[src/shared/dspt_pkg.sv]
// package for the dual-slope pwm timer: register map, field layout and mode codes
`default_nettype none
package dspt_pkg;
   localparam logic [7:0]  ADDR_CONTROL_A  = 8'h80;
   localparam logic [7:0]  ADDR_CONTROL_B  = 8'h84;
   localparam logic [7:0]  ADDR_COUNT      = 8'h88;
   localparam logic [7:0]  ADDR_CMP_A      = 8'h8c;
   localparam logic [7:0]  ADDR_CMP_B      = 8'h90;
   localparam logic [7:0]  ADDR_CAPTURE    = 8'h94;
   localparam logic [7:0]  CONTROL_A_RESET = 8'h00;
   localparam logic [7:0]  CONTROL_B_RESET = 8'h00;
   localparam logic [15:0] WORD_RESET      = 16'h0000;
   localparam logic [15:0] BOTTOM          = 16'h0000;
   localparam logic [15:0] MIN_TOP         = 16'h0003;
   localparam int          A_MODE_HI = 7;
   localparam int          A_MODE_LO = 6;
   localparam int          B_MODE_HI = 5;
   localparam int          B_MODE_LO = 4;
   localparam int          WGM_LO_HI = 1;
   localparam int          WGM_LO_LO = 0;
   localparam int          WGM_HI_HI = 4;
   localparam int          WGM_HI_LO = 3;
   localparam int          CS_HI     = 2;
   localparam int          CS_LO     = 0;
   localparam logic [7:0]  CONTROL_A_MASK = 8'hf3;
   localparam logic [7:0]  CONTROL_B_MASK = 8'h1f;
   // waveform modes kept by this block; WGM_CTC_CAP counts as WGM_NORMAL
   localparam logic [3:0] WGM_NORMAL   = 4'h0;
   localparam logic [3:0] WGM_PC8      = 4'h1;
   localparam logic [3:0] WGM_PC9      = 4'h2;
   localparam logic [3:0] WGM_PC10     = 4'h3;
   localparam logic [3:0] WGM_CTC_A    = 4'h4;
   localparam logic [3:0] WGM_PFC_CAP  = 4'h8;
   localparam logic [3:0] WGM_PFC_A    = 4'h9;
   localparam logic [3:0] WGM_PC_CAP   = 4'ha;
   localparam logic [3:0] WGM_PC_A     = 4'hb;
   localparam logic [3:0] WGM_CTC_CAP  = 4'hc;
   localparam logic [15:0] TOP_8BIT    = 16'h00ff;
   localparam logic [15:0] TOP_9BIT    = 16'h01ff;
   localparam logic [15:0] TOP_10BIT   = 16'h03ff;
   localparam logic [15:0] TOP_MAX     = 16'hffff;
   // output modes
   localparam logic [1:0] OM_OFF    = 2'h0;
   localparam logic [1:0] OM_TOGGLE = 2'h1;
   localparam logic [1:0] OM_CLEAR  = 2'h2;
   localparam logic [1:0] OM_SET    = 2'h3;
   // prescaler terminal counts (divide minus one)
   localparam logic [9:0] DIV8_LAST    = 10'h007;
   localparam logic [9:0] DIV64_LAST   = 10'h03f;
   localparam logic [9:0] DIV256_LAST  = 10'h0ff;
   localparam logic [9:0] DIV1024_LAST = 10'h3ff;
   localparam logic [2:0] CS_STOP    = 3'h0;
   localparam logic [2:0] CS_DIV1    = 3'h1;
   localparam logic [2:0] CS_DIV8    = 3'h2;
   localparam logic [2:0] CS_DIV64   = 3'h3;
   localparam logic [2:0] CS_DIV256  = 3'h4;
   localparam logic [2:0] CS_DIV1024 = 3'h5;
   typedef enum logic [1:0] {
      DSPT_PH_IDLE = 2'b00,
      DSPT_PH_DATA = 2'b01
   } dspt_phase_t;
   typedef struct packed {
      logic [7:0] addr;
      logic       write;
      logic       valid;
   } dspt_req_t;
   typedef struct packed {
      logic [15:0] cmp_a;
      logic [15:0] cmp_b;
   } dspt_cmp_t;
endpackage
`default_nettype wire

[src/rtl/dspt_timer.sv]
// dual-slope pwm timer with ahb-lite register slave
//
// Chosen here: the AHB-Lite interface to the registers.
`default_nettype none
module dspt_timer (
   input  wire logic        hclk,
   input  wire logic        hresetn,
   input  wire logic        clk_en,
   input  wire logic        hsel,
   input  wire logic [31:0] haddr,
   input  wire logic [1:0]  htrans,
   input  wire logic        hwrite,
   input  wire logic [2:0]  hsize,
   input  wire logic [31:0] hwdata,
   input  wire logic        hready,
   output logic      [31:0] hrdata,
   output logic             hreadyout,
   output logic             hresp,
   output logic             chan_a_wave_out,
   output logic             chan_b_wave_out,
   output logic             chan_a_override,
   output logic             chan_b_override
);
   logic [7:0]           timer16_control_a;
   logic [7:0]           control_b;
   logic [15:0]          count_value;
   logic                 count_down;
   dspt_pkg::dspt_cmp_t  cmp_buf;
   dspt_pkg::dspt_cmp_t  cmp_act;
   logic [15:0]          capture_top_value;
   logic [9:0]           presc;
   logic [1:0]           wave;
   dspt_pkg::dspt_req_t  req;
   logic [31:0]          rdata;

   logic [7:0]           next_timer16_control_a;
   logic [7:0]           next_control_b;
   logic [15:0]          next_count_value;
   logic                 next_count_down;
   dspt_pkg::dspt_cmp_t  next_cmp_buf;
   dspt_pkg::dspt_cmp_t  next_cmp_act;
   logic [15:0]          next_capture_top_value;
   logic [9:0]           next_presc;
   logic [1:0]           next_wave;
   dspt_pkg::dspt_req_t  next_req;
   logic [31:0]          next_rdata;

   logic [3:0]  waveform_mode_sel;
   logic [2:0]  clk_sel;
   logic [1:0]  chan_a_output_mode;
   logic [1:0]  chan_b_output_mode;
   logic        tick;
   logic [15:0] top;
   logic        is_pc;
   logic        is_pfc;
   logic        dual;
   logic        top_from_a;
   logic        at_top;
   logic        at_bottom;
   logic        wr;
   logic [1:0]  omode [2];
   logic [15:0] cmpv  [2];

   assign chan_a_output_mode = timer16_control_a[dspt_pkg::A_MODE_HI:dspt_pkg::A_MODE_LO];
   assign chan_b_output_mode = timer16_control_a[dspt_pkg::B_MODE_HI:dspt_pkg::B_MODE_LO];
   assign waveform_mode_sel  = {control_b[dspt_pkg::WGM_HI_HI:dspt_pkg::WGM_HI_LO],
                                timer16_control_a[dspt_pkg::WGM_LO_HI:dspt_pkg::WGM_LO_LO]};
   assign clk_sel            = control_b[dspt_pkg::CS_HI:dspt_pkg::CS_LO];
   assign omode[0] = chan_a_output_mode;
   assign omode[1] = chan_b_output_mode;
   assign cmpv[0]  = cmp_act.cmp_a;
   assign cmpv[1]  = cmp_act.cmp_b;

   // waveform mode decode
   always_comb begin
      is_pc      = 1'b0;
      is_pfc     = 1'b0;
      top_from_a = 1'b0;
      case (waveform_mode_sel)
         dspt_pkg::WGM_PC8:     begin is_pc = 1'b1; top = dspt_pkg::TOP_8BIT; end
         dspt_pkg::WGM_PC9:     begin is_pc = 1'b1; top = dspt_pkg::TOP_9BIT; end
         dspt_pkg::WGM_PC10:    begin is_pc = 1'b1; top = dspt_pkg::TOP_10BIT; end
         dspt_pkg::WGM_PC_CAP:  begin is_pc = 1'b1; top = capture_top_value; end
         dspt_pkg::WGM_PC_A:    begin is_pc = 1'b1; top_from_a = 1'b1; top = cmp_act.cmp_a; end
         dspt_pkg::WGM_PFC_CAP: begin is_pfc = 1'b1; top = capture_top_value; end
         dspt_pkg::WGM_PFC_A:   begin is_pfc = 1'b1; top_from_a = 1'b1; top = cmp_act.cmp_a; end
         dspt_pkg::WGM_CTC_A:   begin top_from_a = 1'b1; top = cmp_act.cmp_a; end
         dspt_pkg::WGM_CTC_CAP: top = capture_top_value;
         default:               top = dspt_pkg::TOP_MAX;
      endcase
   end
   assign dual      = is_pc | is_pfc;
   assign at_top    = (count_value >= top);
   assign at_bottom = (count_value == dspt_pkg::BOTTOM);

   // prescaler
   always_comb begin
      next_presc = presc + 10'h001;
      case (clk_sel)
         dspt_pkg::CS_DIV1:    tick = 1'b1;
         dspt_pkg::CS_DIV8:    tick = (presc[2:0] == dspt_pkg::DIV8_LAST[2:0]);
         dspt_pkg::CS_DIV64:   tick = (presc[5:0] == dspt_pkg::DIV64_LAST[5:0]);
         dspt_pkg::CS_DIV256:  tick = (presc[7:0] == dspt_pkg::DIV256_LAST[7:0]);
         dspt_pkg::CS_DIV1024: tick = (presc == dspt_pkg::DIV1024_LAST);
         default:              begin tick = 1'b0; next_presc = 10'h000; end
      endcase
   end

   // counter, compare buffering and waveform
   always_comb begin
      next_count_value = count_value;
      next_count_down  = count_down;
      next_cmp_act     = cmp_act;
      if (tick) begin
         if (dual) begin
            if (!count_down) begin
               if (at_top) begin
                  next_count_down  = 1'b1;
                  next_count_value = count_value - 16'h0001;
               end else begin
                  next_count_value = count_value + 16'h0001;
               end
            end else if (at_bottom) begin
               next_count_down  = 1'b0;
               next_count_value = count_value + 16'h0001;
            end else begin
               next_count_value = count_value - 16'h0001;
            end
            // phase correct reloads at top, so a top change skews the slopes
            if (is_pc && at_top) next_cmp_act = cmp_buf;
            // bottom reload keeps both slopes of a period equal
            if (is_pfc && at_bottom) next_cmp_act = cmp_buf;
         end else begin
            next_count_down  = 1'b0;
            next_count_value = (top_from_a && at_top) || (count_value == dspt_pkg::TOP_MAX) ?
                               dspt_pkg::BOTTOM : count_value + 16'h0001;
            next_cmp_act     = cmp_buf; // non-pwm modes are not buffered
         end
      end
      if (wr && req.addr == dspt_pkg::ADDR_COUNT) next_count_value = hwdata[15:0];
   end

   for (genvar c = 0; c < 2; c++) begin : g_chan
      always_comb begin
         logic hit;
         hit = tick && (count_value == cmpv[c]);
         next_wave[c] = wave[c];
         if (dual) begin
            if (omode[c] == dspt_pkg::OM_TOGGLE) begin
               if (c == 0 && top_from_a && hit && is_pc) next_wave[c] = ~wave[c];
            // levels move only on a timer tick, so a stopped timer holds its pins during setup
            end else if (omode[c][1] && tick) begin
               // up match clears, down match sets in non-inverting; top holds high, bottom low
               if (cmpv[c] == dspt_pkg::BOTTOM) next_wave[c] = omode[c][0];
               else if (cmpv[c] >= top) next_wave[c] = ~omode[c][0];
               else if (hit) next_wave[c] = count_down ^ omode[c][0];
            end
         end else if (hit) begin
            case (omode[c])
               dspt_pkg::OM_TOGGLE: next_wave[c] = ~wave[c];
               dspt_pkg::OM_CLEAR:  next_wave[c] = 1'b0;
               dspt_pkg::OM_SET:    next_wave[c] = 1'b1;
               default:             next_wave[c] = wave[c];
            endcase
         end
      end
   end

   assign chan_a_wave_out = wave[0];
   assign chan_b_wave_out = wave[1];
   assign chan_a_override = |chan_a_output_mode;
   assign chan_b_override = |chan_b_output_mode;

   // ahb-lite slave, zero wait states, always okay
   assign wr        = req.valid & req.write;
   assign hreadyout = 1'b1;
   assign hresp     = 1'b0;
   assign hrdata    = rdata;

   always_comb begin
      next_req.valid = hsel & hready & htrans[1];
      next_req.write = hwrite;
      next_req.addr  = haddr[7:0];
      next_timer16_control_a = timer16_control_a;
      next_control_b         = control_b;
      next_cmp_buf           = cmp_buf;
      next_capture_top_value = capture_top_value;
      if (wr) begin
         case (req.addr)
            dspt_pkg::ADDR_CONTROL_A: next_timer16_control_a = hwdata[7:0] & dspt_pkg::CONTROL_A_MASK;
            dspt_pkg::ADDR_CONTROL_B: next_control_b = hwdata[7:0] & dspt_pkg::CONTROL_B_MASK;
            dspt_pkg::ADDR_CMP_A:     next_cmp_buf.cmp_a = hwdata[15:0];
            dspt_pkg::ADDR_CMP_B:     next_cmp_buf.cmp_b = hwdata[15:0];
            dspt_pkg::ADDR_CAPTURE:   next_capture_top_value = hwdata[15:0];
            default:                  next_capture_top_value = capture_top_value;
         endcase
      end
      next_rdata = 32'h0000_0000;
      // next values, so a read right behind a write sees the word that lands on the same edge
      if (next_req.valid && !hwrite) begin
         case (haddr[7:0])
            dspt_pkg::ADDR_CONTROL_A: next_rdata = {24'h000000, next_timer16_control_a};
            dspt_pkg::ADDR_CONTROL_B: next_rdata = {24'h000000, next_control_b};
            dspt_pkg::ADDR_COUNT:     next_rdata = {16'h0000, next_count_value};
            dspt_pkg::ADDR_CMP_A:     next_rdata = {16'h0000, next_cmp_buf.cmp_a};
            dspt_pkg::ADDR_CMP_B:     next_rdata = {16'h0000, next_cmp_buf.cmp_b};
            dspt_pkg::ADDR_CAPTURE:   next_rdata = {16'h0000, next_capture_top_value};
            default:                  next_rdata = 32'h0000_0000;
         endcase
      end
   end

   always_ff @(posedge hclk or negedge hresetn) begin
      if (!hresetn) begin
         timer16_control_a <= dspt_pkg::CONTROL_A_RESET;
         control_b         <= dspt_pkg::CONTROL_B_RESET;
         count_value       <= dspt_pkg::WORD_RESET;
         count_down        <= 1'b0;
         cmp_buf           <= '0;
         cmp_act           <= '0;
         capture_top_value <= dspt_pkg::WORD_RESET;
         presc             <= 10'h000;
         wave              <= 2'h0;
         req               <= '0;
         rdata             <= 32'h0000_0000;
      end else if (clk_en) begin
         timer16_control_a <= next_timer16_control_a;
         control_b         <= next_control_b;
         count_value       <= next_count_value;
         count_down        <= next_count_down;
         cmp_buf           <= next_cmp_buf;
         cmp_act           <= next_cmp_act;
         capture_top_value <= next_capture_top_value;
         presc             <= next_presc;
         wave              <= next_wave;
         req               <= next_req;
         rdata             <= next_rdata;
      end
   end
endmodule
`default_nettype wire

[config.mk]
export PLATFORM = sky130hd
export DESIGN_NAME = dspt_timer
export DESIGN_NICKNAME = d
export VERILOG_FILES = /design/src/shared/dspt_pkg.sv /design/src/rtl/dspt_timer.sv
export SDC_FILE = /design/constraint.sdc
export NUM_CORES = 1
export LEC_CHECK = 0
export BUFFER_PORTS_ARGS = -buffer_cell sky130_fd_sc_hd__buf_2
export CAP_MARGIN = 40
export CELL_PAD_IN_SITES_DETAIL_PLACEMENT = 2
export CELL_PAD_IN_SITES_GLOBAL_PLACEMENT = 2
export CORE_ASPECT_RATIO = 1.2
export CORE_MARGIN = 1.5
export CORE_UTILIZATION = 38
export DETAILED_ROUTE_END_ITERATION = 16
export PLACE_DENSITY = 0.77
export SKIP_LAST_GASP = 1
export SYNTH_ARGS = -nofsm -noshare
export SYNTH_HDL_FRONTEND = slang
export SYNTH_SLANG_ARGS = --single-unit
[constraint.sdc]
create_clock -name hclk -period 4.4 [get_ports hclk]
set_input_delay 0.44 -clock hclk [delete_from_list [all_inputs] [get_ports hclk]]
set_output_delay 0.44 -clock hclk [all_outputs]
set_load 0.1 [all_outputs]
== Word level (Yosys, flattened, before mapping) ==
Index checks and enable logic that the tools add are counted.
Widths: inputs -> output; s select.
Word-level totals
  flip-flop bits (word level): 167
  logic and storage cells: 157
Cells by class
  add/sub/neg operators: 3
  magnitude comparators: 3
  equality and inequality tests: 46
  multiplexer cells: 48
  bitwise operators: 10
  reductions and logical operators: 31
Operators with widths (number)
  $mux 16: 12
  $mux 32: 4
  $eq 8x8->1 const B: 13
  $pmux 16 s6: 1
  $pmux 16 s5: 1
  $ge 16x16->1: 3
  $logic_not 16->1: 3
  $eq 16x16->1: 2
  $mux 8: 4
  $mux 1: 22
  $eq 4x4->1 const B: 5
  $add 16x1->16 const B: 1
  $eq 16x16->1 const B: 1
  $sub 16x1->16 const B: 1
  $reduce_and 6->1: 2
  $logic_and 1x1->1: 11
  $add 10x1->10 const B: 1
  $eq 10x10->1 const B: 1
  $mux 10: 1
  $ne 5x3->1 const B: 2
  $reduce_or 5->1: 2
  $eq 3x3->1 const B: 3
  $eq 2x2->1 const B: 4
  $eq 4x2->1 const B: 2
  24 further kinds: 39

== Longest topological paths before layout ==
Gate-level depths: netlist (run 1).
  depth after elaboration: 12
  depth in mapped cells: 16
  mapped depth without buffers: 14

== Worst setup path after synthesis (run 1) ==
No wires, ideal clock.
  path type: register -> register
  start: register control_b[3]
  end: register rdata[3] (netlist: hrdata[3])
  setup time: 0.087 ns
  arrival: 3.841 ns
  path slack: 0.473 ns
  cell stages (with the launch flop): 16
  buffers on the path: 3
  clock period less this slack: 3.927 ns
  cells stage by stage: dfrtp_1 > buf_2 > clkbuf_1 > clkbuf_1 > nand2_1 > a221o_1 > o22ai_1 > ha_1 > a21oi_1 > o21ai_0 > a221o_1 > o41ai_4 > nor2_8 > mux2_4 > or3_1 > o211ai_1
On the way
  longest elaborated chain between the ends: 12
RTL lines
  start, declared: RTL line dspt_timer.sv:25  | logic [7:0] control_b;
  start signal, assigned: RTL line dspt_timer.sv:216  | control_b <= dspt_pkg::CONTROL_B_RESET;
  start signal, assigned: RTL line dspt_timer.sv:228  | control_b <= next_control_b;
  $eq 4x4->1 or $eq 4x3->1 (tied branches): RTL line dspt_timer.sv:79  | case (waveform_mode_sel)
  $reduce_or 3->1 (no source line)
  $pmux 16 s5: RTL line dspt_timer.sv:79
  $ge 16x16->1: RTL line dspt_timer.sv:93  | assign at_top = (count_value >= top);
  $logic_and 1x1->1: RTL line dspt_timer.sv:135  | next_count_value = (top_from_a && at_top) || (count_value == dspt_pkg::TOP_MAX) ?
  $logic_or 1x1->1: RTL line dspt_timer.sv:135
  $mux 16: RTL line dspt_timer.sv:135
  $mux 16: RTL line dspt_timer.sv:115  | if (dual) begin
  $mux 16: RTL line dspt_timer.sv:114  | if (tick) begin
  $mux 16: RTL line dspt_timer.sv:140  | if (wr && req.addr == dspt_pkg::ADDR_COUNT) next_count_value = hwdata[15:0];
  $pmux 16 s6 (*): RTL line dspt_timer.sv:201  | case (haddr[7:0])
  $mux 16 (*): RTL line dspt_timer.sv:200  | if (next_req.valid && !hwrite) begin
  end signal, assigned: RTL line dspt_timer.sv:237  | rdata <= next_rdata;
  end, declared: RTL line dspt_timer.sv:34  | logic [31:0] rdata;
Mark *: on every way between the ends. The rest lies on a longest branch, timed or not.
A chain may end at the register's enable or synchronous reset.

== Worst setup path after layout (run 1) ==
  start: register control_b[4]
  end: register count_value[6]
On the way
  longest elaborated chain between the ends: 10
RTL lines
  $eq 4x4->1 or $eq 4x3->1 (tied branches): RTL line dspt_timer.sv:79
  $reduce_or 3->1 (no source line)
  $pmux 16 s5: RTL line dspt_timer.sv:79
  $ge 16x16->1: RTL line dspt_timer.sv:93
  $logic_and 1x1->1: RTL line dspt_timer.sv:135
  $logic_or 1x1->1: RTL line dspt_timer.sv:135
  $mux 16: RTL line dspt_timer.sv:135
  $mux 16 (*): RTL line dspt_timer.sv:115
  $mux 16 (*): RTL line dspt_timer.sv:114
  $mux 16 (*): RTL line dspt_timer.sv:140
  end signal, assigned: RTL line dspt_timer.sv:217  | count_value <= dspt_pkg::WORD_RESET;
  end signal, assigned: RTL line dspt_timer.sv:229  | count_value <= next_count_value;
  end, declared: RTL line dspt_timer.sv:26  | logic [15:0] count_value;
Marks and branches as above.

==> results of run 1 <==
cells in the final DEF, fill, tap and decap left out, drive strengths merged, types with 5 or more instances in the layout:
cell type | synthesis | final
dfrtp | 151 | 151
a21oi | 59 | 59
nor3 | 34 | 34
mux2i | 32 | 32
ha | 49 | 49
or2 | 8 | 8
nor3b | 9 | 9
a22oi | 12 | 12
nor2 | 45 | 45
or4 | 5 | 5
buf | 51 | 107
and4 | 5 | 5
o22ai | 29 | 29
o22a | 9 | 9
o211ai | 18 | 18
xor2 | 28 | 28
nand4 | 6 | 6
nand2 | 67 | 67
o31ai | 6 | 6
clkbuf | 38 | 17
mux2 | 108 | 108
a221o | 11 | 11
or3 | 10 | 10
nand2b | 18 | 18
a211oi | 7 | 7
conb | 2 | 18
and3 | 14 | 14
o21ai | 57 | 57
a21o | 17 | 17
xnor2 | 13 | 13
o221ai | 6 | 6
nor4 | 19 | 19
nand3 | 34 | 34
a221oi | 10 | 10
inv | 20 | 26
a31oi | 10 | 10
and2 | 10 | 10
path summary, 6_finish.rpt:
path,from,cells past startpoint,to
max,control_b[4]$_DFFE_PN0P_,14,count_value[6]$_DFFE_PN0P_
min,haddr[6],2,req[8]$_DFFE_PN0P_
max reg2reg,control_b[4]$_DFFE_PN0P_,14,count_value[6]$_DFFE_PN0P_
min reg2reg,req[0]$_DFFE_PN0P_,2,req[0]$_DFFE_PN0P_
max in group asynchronous,hresetn,4,timer16_control_a[1]$_DFFE_PN0P_
min in group asynchronous,hresetn,2,presc[5]$_DFFE_PN0P_
worst reg2reg max path, delay by kind of cell, from the launching register on:
kind | cells | cell delay [ns]
AO/OA/AOI/OAI | 9 | 2.03
AND/OR/NAND/NOR | 3 | 1.15
flip-flops | 1 | 0.48
adder cells (fa/ha/maj) | 1 | 0.31
buffers and inverters | 1 | 0.22
through the flow:
step	setup WS, ns	total power, mW	hold WS (ns)	cells
after detailed placement	0.105	2.06	0.303	1452
final	0.146	3.69	0.238	1485
after CTS	0.0211	3.71	0.224	1485
after global routing	0.0231	3.80	0.249	1485
after global placement	0.247	2.03	0.467	1450
after floorplan	0.473	1.86	0.144	1094
layer usage:
layer	GRT usage (%)	vias up	wire, µm
li1	-	4120	-
met1	37.6	5020	17700
met2	53.0	274	21200
met3	4.02	83	1780
met4	13.0	0	1360
met5	0	-	0
cell usage after synthesis (29+ instances only):
cell      instances
mux2i_1          32
nand3_1          34
clkbuf_1         35
nand2_1          67
nor2_1           44
ha_1             49
a21oi_1          59
o22ai_1          29
mux2_2          107
dfrtp_1         151
nor3_1           32
o21ai_0          54
what timing repair did:
item	4_1_cts	5_1_grt
endpoints found under the setup margin	0	14
hold endpoints to repair	17	0
hold buffers	1	0
resized for setup	0	10
buffers inserted	0	0
layout make-up:
type | instances | area, µm²
fillers | 2910 | 15200
multi-input cells | 833 | 6210
flip-flops and latches | 151 | 3780
repair buffers | 108 | 737
clock buffers | 17 | 425
well taps | 340 | 425
clock inverters | 15 | 214
inverters | 21 | 78.8
cell families (layout without fill, tap and decap cells):
kind of cell,Yosys count,count (layout),synth area share (%)
AO/OA/AOI/OAI,286,286,18.6
XOR/XNOR,41,41,3.44
adder cells (fa/ha/maj),49,49,5.87
buffers and inverters,110,161,5.56
flip-flops,151,151,36.2
multiplexers,140,140,14.7
other,2,18,0.0719
AND/OR/NAND/NOR,299,299,15.6
where the power goes:
group          internal, mW  switching, mW
sequential             1.42         0.0771
clock                 0.962          0.673
combinational         0.170          0.392
registers in the layout, summed over array words and instances (netlist names):
signal and count:
cmp_act 32, cmp_buf 32, capture_top_value 16, count_value 16, hrdata 16, presc 10
req 10, control_b 8, timer16_control_a 8, wave 2, count_down 1
==> results by group, run 1 <==
Timing
  – RSZ-0062 raised after global routing: false
  – Final hold vios: 0
  – Relative slew slack: 37.1%
  – Worst-margin pin slew: 0.930 ns
  – Achievable Freq: 235 MHz
  – Crit share post-route: 96.7%
  – Layout Skew: 0.0113 ns
  – Final min period: 4.25 ns
  – Setup Viol. Count Final: 0
  – Final TNS setup: 0 ns
  – Fin. max-slew vios: 0

Flow run
  – Maxcap violations: 0

Drt
  – DRC: 0
  – DRT antenna net count: 0
  – Vias per cell: 6.40
  – DRT Pass-1 Iters: 8
  – Vias: 9497
  – Routed wire length: 42000 µm
  – 1st-iter DRT viols: 544
  – Drt wl/cell: 28.3 µm

Global routing
  – Largest net degree at the start of global routing: 72
  – Total track usage: 30.4%
  – First-pass GRT wire length: 64500 µm
  – Initial antenna violation count: 0
  – Vias in the first global route: 10400
  – Grt ovf: 0

Worst setup path
  – CP Buf/Inv Count: 1
  – Crit end category: flop
  – Max FO, Critical Path: 8
  – CP cell instances: or3b_1 > o22a_1 > o22ai_2 > ha_1 > a21o_1 > a21o_1 > a211oi_1 > o211ai_1 > a21oi_1 > o211ai_1 > or3_1 > buf_4 > nor3b_1 > a221o_1
  – Worst endpoint required time: 4.79 ns
  – Delay of the slowest critical-path stage: 0.48 ns
  – Highest-delay cell along the critical path: dfrtp_1
  – R2R setup slack: 0.15 ns
  – CP Class: reg2reg
  – Crit path DAT: 4.64 ns
  – CP top delay family: compound AO/OA/AOI/OAI gates
  – Setup crit start kind: flop

Synthesis
  – Number of flops mapped to enable cells by yosys: 0
  – Yosys reg bits: 151
  – Synth unique cells: 83
  – Syn. warnings: 0
  – Syn_area_per_cell: 9.69 µm²
  – Synth Cell Area: 10400 µm²
  – Cell taking the most area after synthesis: dfrtp_1
  – Register area share after synthesis: 36.2%
  – Ys async rst share: 100%
  – Synthesized instance count: 1078
  – Most used flip-flop cell after synthesis: dfrtp_1
  – Area contributors post-synth: dfrtp_1 (36%), mux2_2 (12%), ha_1 (5.9%)
  – Yosys top cell area share: 36.2%

Layout
  – Core Util, Final: 43.8%
  – Antenna diodes: 0
  – Fin area: 11900 µm²
  – Nets: 1256
  – Area Growth Syn to Fin: 13.6%
  – Layout cell share with drive strength beyond 1: 25.0%

Floorplan
  – Num rows: 66
  – Die H: 185 µm
  – Boundary pin count: 113
  – Die Wd: 154 µm
  – Area of the die: 28500 µm²
  – Core area: 27100 µm²
  – Starting utilization of the core area: 38.6%

Clocking
  – Clk buf depth: 2
  – CTS Buf Count: 17
  – CTS tree: built
  – Clock Pin Slew Worst Setup and Hold Paths: 0.07 ns
  – CTS sink cnt: 151
  – CTS H-Tree Depth: 4
  – Clk_lat worst skew: 0.45 ns
  – CTS Root Cell: clkbuf_16

Power
  – Leak Pwr: 5.43 nW
  – Worst VDD drop: 285 µV
  – Pwr/cell area: 311 nW/µm²

Place
  – Post-DP HPWL: 30700 µm
  – IO Port Bufs: 50
  – GPL Wtd Cong: 0.872
  – Placed inst area: 11200 µm²

Run status
  – Status: finished, final reports clean

Worst hold path
  – Hold WC Path Type: in2reg
Note: power is estimated with default switching activity, not from simulation.
==> run 2: changes to the inputs <==
- ABC_AREA: unset -> 1
- CORE_UTILIZATION: 38 -> 34
==> run 2 against run 1 <==
Sequential share of layout area shrank 0.098 points. Sequential power grew 3%. Maximum frequency grew 7.3%. Synthesized area grew 1.6%. Count of clock-buffer cells in the layout grew 5. Clock skew shrank 0.0028 ns. Combinational power grew 34%. Clock power shrank 4%. Synthesized cell count grew 39%. Global-route usage shrank 2.3 points. Via count grew 13%. Critical endpoint is now hrdata[0]$_DFFE_PN0P_.
==> results by group, run 2 <==
Power
  – Clock share of power: 40.5% (was 44.3%)
  – Pwr/cell area: 325 nW/µm² (was 311 nW/µm²)
  – Pint: 2.60 mW (was 2.55 mW)
  – Worst VDD drop: 245 µV (was 285 µV)
  – Seq pwr share: 40.0% (was 40.5%)
  – P_sw: 1.26 mW (was 1.14 mW)
  – Logic gate share of total power: 19.5% (was 15.2%)
  – Switching share of total power: 32.7% (was 30.9%)
  – Leak Pwr: 5.94 nW (was 5.43 nW)

Drt
  – DRC: 0 (unchanged)
  – Vias: 10700 (was 9497)
  – DRT Pass-1 Iters: 5 (was 8)
  – DRT antenna net count: 0 (unchanged)
  – Routed wire length: 43300 µm (was 42000 µm)
  – Vias per cell: 5.52 (was 6.40)
  – 1st-iter DRT viols: 478 (was 544)
  – Drt wl/cell: 22.4 µm (was 28.3 µm)

Worst setup path
  – Setup crit start kind: flop (unchanged)
  – Worst endpoint required time: 4.78 ns (was 4.79 ns)
  – Crit end category: flop (unchanged)
  – Crit path DAT: 4.35 ns (was 4.64 ns)
  – Max FO, Critical Path: 15 (was 8)
  – R2R setup slack: 0.44 ns (was 0.15 ns)
  – Delay of the slowest critical-path stage: 0.44 ns (was 0.48 ns)
  – Worst Setup SP: control_b[3]$_DFFE_PN0P_ (was control_b[4]$_DFFE_PN0P_)
  – Highest-delay cell along the critical path: dfrtp_1 (unchanged)
  – Most common cell on crit path: nand2_1
  – CP Class: reg2reg (unchanged)
  – RR Startpoint: control_b[3]$_DFFE_PN0P_ (was control_b[4]$_DFFE_PN0P_)

Global routing
  – Largest net degree at the start of global routing: 84 (was 72)
  – First-pass GRT wire length: 68000 µm (was 64500 µm)
  – Total track usage: 28.0% (was 30.4%)
  – Initial antenna violation count: 0 (unchanged)
  – Grt ovf: 0 (unchanged)
  – Vias in the first global route: 11900 (was 10400)

Floorplan
  – Core area: 30600 µm² (was 27100 µm²)
  – Num rows: 70 (was 66)
  – Starting utilization of the core area: 34.7% (was 38.6%)
  – Die Wd: 164 µm (was 154 µm)
  – Boundary pin count: 113 (unchanged)
  – Area of the die: 32300 µm² (was 28500 µm²)
  – Die H: 197 µm (was 185 µm)

Timing
  – Fin. max-slew vios: 0 (unchanged)
  – RSZ-0062 raised after global routing: false (unchanged)
  – Relative slew slack: 42.7% (was 37.1%)
  – Final min period: 3.96 ns (was 4.25 ns)
  – Worst-margin pin slew: 0.838 ns (was 0.930 ns)
  – Layout Skew: 0.00846 ns (was 0.0113 ns)
  – Crit share post-route: 90.1% (was 96.7%)
  – Final hold vios: 0 (unchanged)
  – Final WS setup: 0.436 ns (was 0.146 ns)
  – Final TNS setup: 0 ns (unchanged)
  – Achievable Freq: 252 MHz (was 235 MHz)
  – Setup Viol. Count Final: 0 (unchanged)

Clocking
  – CTS Root Cell: clkbuf_16 (unchanged)
  – CTS H-Tree Depth: 4 (unchanged)
  – CTS Buf Count: 17 (unchanged)
  – Clock Pin Slew Worst Setup and Hold Paths: 0.06 ns (was 0.07 ns)
  – CTS tree: built (unchanged)
  – CTS sink cnt: 151 (unchanged)
  – Clk buf depth: 2 (unchanged)
  – Clk_lat worst skew: 0.44 ns (was 0.45 ns)

Synthesis
  – Ys async rst share: 100% (unchanged)
  – Number of flops mapped to enable cells by yosys: 0 (unchanged)
  – Adder-cell area share of the yosys netlist: 5.78% (was 5.87%)
  – Compound-Gate Fraction of Synth Area: 15.0% (was 18.6%)
  – Synth Area in Simple Gates: 29.2% (was 15.6%)
  – Register area share after synthesis: 35.6% (was 36.2%)
  – Commonest cells in the netlist: nand2_1 (393), o21ai_0 (185), dfrtp_1 (151), inv_1 (150), nand3_1 (124) (was dfrtp_1 (151), mux2_2 (107), nand2_1 (67), a21oi_1 (59), o21ai_0 (54))
  – Area contributors post-synth: dfrtp_1 (36%), nand2_1 (14%), o21ai_0 (8.7%) (was dfrtp_1 (36%), mux2_2 (12%), ha_1 (5.9%))
  – Xor/xnor share of the synthesized area: 3.96% (was 3.44%)
  – Yosys reg bits: 151 (unchanged)
  – Synthesized instance count: 1497 (was 1078)
  – Syn_area_per_cell: 7.09 µm² (was 9.69 µm²)
  – Most used flip-flop cell after synthesis: dfrtp_1 (unchanged)
  – Largest family of logic cells by synthesized area: simple AND/OR/NAND/NOR gates (was compound AO/OA/AOI/OAI gates)
  – Mux share of post-synthesis cell area: 0.472% (was 14.7%)
  – Cell taking the most area after synthesis: dfrtp_1 (unchanged)
  – Synth Cell Area: 10600 µm² (was 10400 µm²)
  – Synth unique cells: 50 (was 83)
  – Yosys top cell area share: 35.6% (was 36.2%)
  – Syn. warnings: 0 (unchanged)
  – Cell with the most instances after synthesis: nand2_1 (was dfrtp_1)

Place
  – Placement Setup Slack: 0.326 ns (was 0.105 ns)
  – Placed inst area: 11300 µm² (was 11200 µm²)
  – IO Port Bufs: 50 (unchanged)
  – Post-DP HPWL: 32600 µm (was 30700 µm)
  – GPL Wtd Cong: 0.857 (was 0.872)

Layout
  – Fin area: 11900 µm² (about the same)
  – Most common cell after layout, fill and taps aside: nand2_1 (was dfrtp_1)
  – Largest regs: cmp_act (32), cmp_buf (32) (unchanged)
  – Core Util, Final: 38.9% (was 43.8%)
  – Area Growth Syn to Fin: 12.1% (was 13.6%)
  – Most frequent cells in the layout: nand2_1 (393), o21ai_0 (185), dfrtp_1 (151), inv_1 (148), nand3_1 (123) (was dfrtp_1 (150), mux2_2 (107), nand2_1 (67), a21oi_1 (59), o21ai_0 (54))
  – Fill cells: 3661 (was 2910)
  – Antenna diodes: 0 (unchanged)
  – Nets: 1650 (was 1256)
  – Layout cell share with drive strength beyond 1: 9.62% (was 25.0%)

Worst hold path
  – Hold WC Path Type: in2reg (unchanged)
  – Hold path startpoint: haddr[0] (was haddr[6])

Flow run
  – Maxcap violations: 0 (unchanged)

Run status
  – Status: finished, final reports clean (unchanged)
==> run 2: worst max-delay path: cells and delay by family (launching register included) <==
| family | cells | cell delay (ns) |
|---|---|---|
| and+or+nand+nor | 21 | 2.24 |
| AOI/OAI and AO/OA | 4 | 0.53 |
| DFF | 1 | 0.44 |
| buffers and inverters | 3 | 0.38 |
| adders and majority gates | 1 | 0.28 |
==> run 2: path summary, 6_finish.rpt <==
| path | to | cells after the start |
|---|---|---|
| min in group asynchronous | cmp_buf[21]$_DFFE_PN0P_ | 2 |
| max in group asynchronous | capture_top_value[0]$_DFFE_PN0P_ | 4 |
| worst min-delay path | req[2]$_DFFE_PN0P_ | 3 |
| worst min register to register | req[2]$_DFFE_PN0P_ | 2 |
| worst max-delay path | hrdata[0]$_DFFE_PN0P_ | 29 |
| worst max register to register | hrdata[0]$_DFFE_PN0P_ | 29 |
==> run 2: power groups by stage <==
| stage | combinational, mW | sequential [mW] | clock, mW |
|---|---|---|---|
| final | 0.753 | 1.54 | 1.57 |
| after global routing | 0.837 | 1.55 | 1.64 |
| after CTS | 0.753 | 1.54 | 1.60 |
| after detailed placement | 0.741 | 1.57 | 0 |
| after global placement | 0.698 | 1.57 | 0 |
| after floorplan | 0.561 | 1.50 | 0 |
==> run 2: area by class of cell <==
class	instances	area [µm²]	area share [%]
multi-input combinational	1117	5870	49.3
sequential	151	3780	31.8
inverter	156	587	4.93
timing repair buffer	83	559	4.70
tap	396	495	4.16
clock buffer	22	464	3.90
clock inverter	10	144	1.21
==> run 2: kinds of logic after synthesis <==
family,after synthesis
and+or+nand+nor,708
AOI/OAI and AO/OA,289
buffers and inverters,245
DFF,151
adders and majority gates,49
xor gates and xnor gates,48
muxes,5
other,2
==> run 2: stage by stage <==
step           hold slack (ns)  std cells  total power [mW]
4_1_cts                  0.205       1935              3.89
3_3_place_gp             0.450       1900              2.26
3_5_place_dp             0.242       1902              2.31
5_1_grt                  0.234       1935              4.02
2_1_floorplan            0.144       1513              2.06
6_report                 0.219       1935              3.86
==> run 2: routing by layer <==
metal,part of all wire [%],global-route usage (%)
met5,0,0
met4,6.3,17.2
met3,2.7,3.72
met2,50,48.9
met1,41,32.3
==> run 2: timing repair <==
item                                    CTS  global route
endpoints found under the setup margin    0            14
resized for setup                         0             3
setup buffers                             0             0
hold buffers                              1             0
endpoints found under the hold margin     3             0
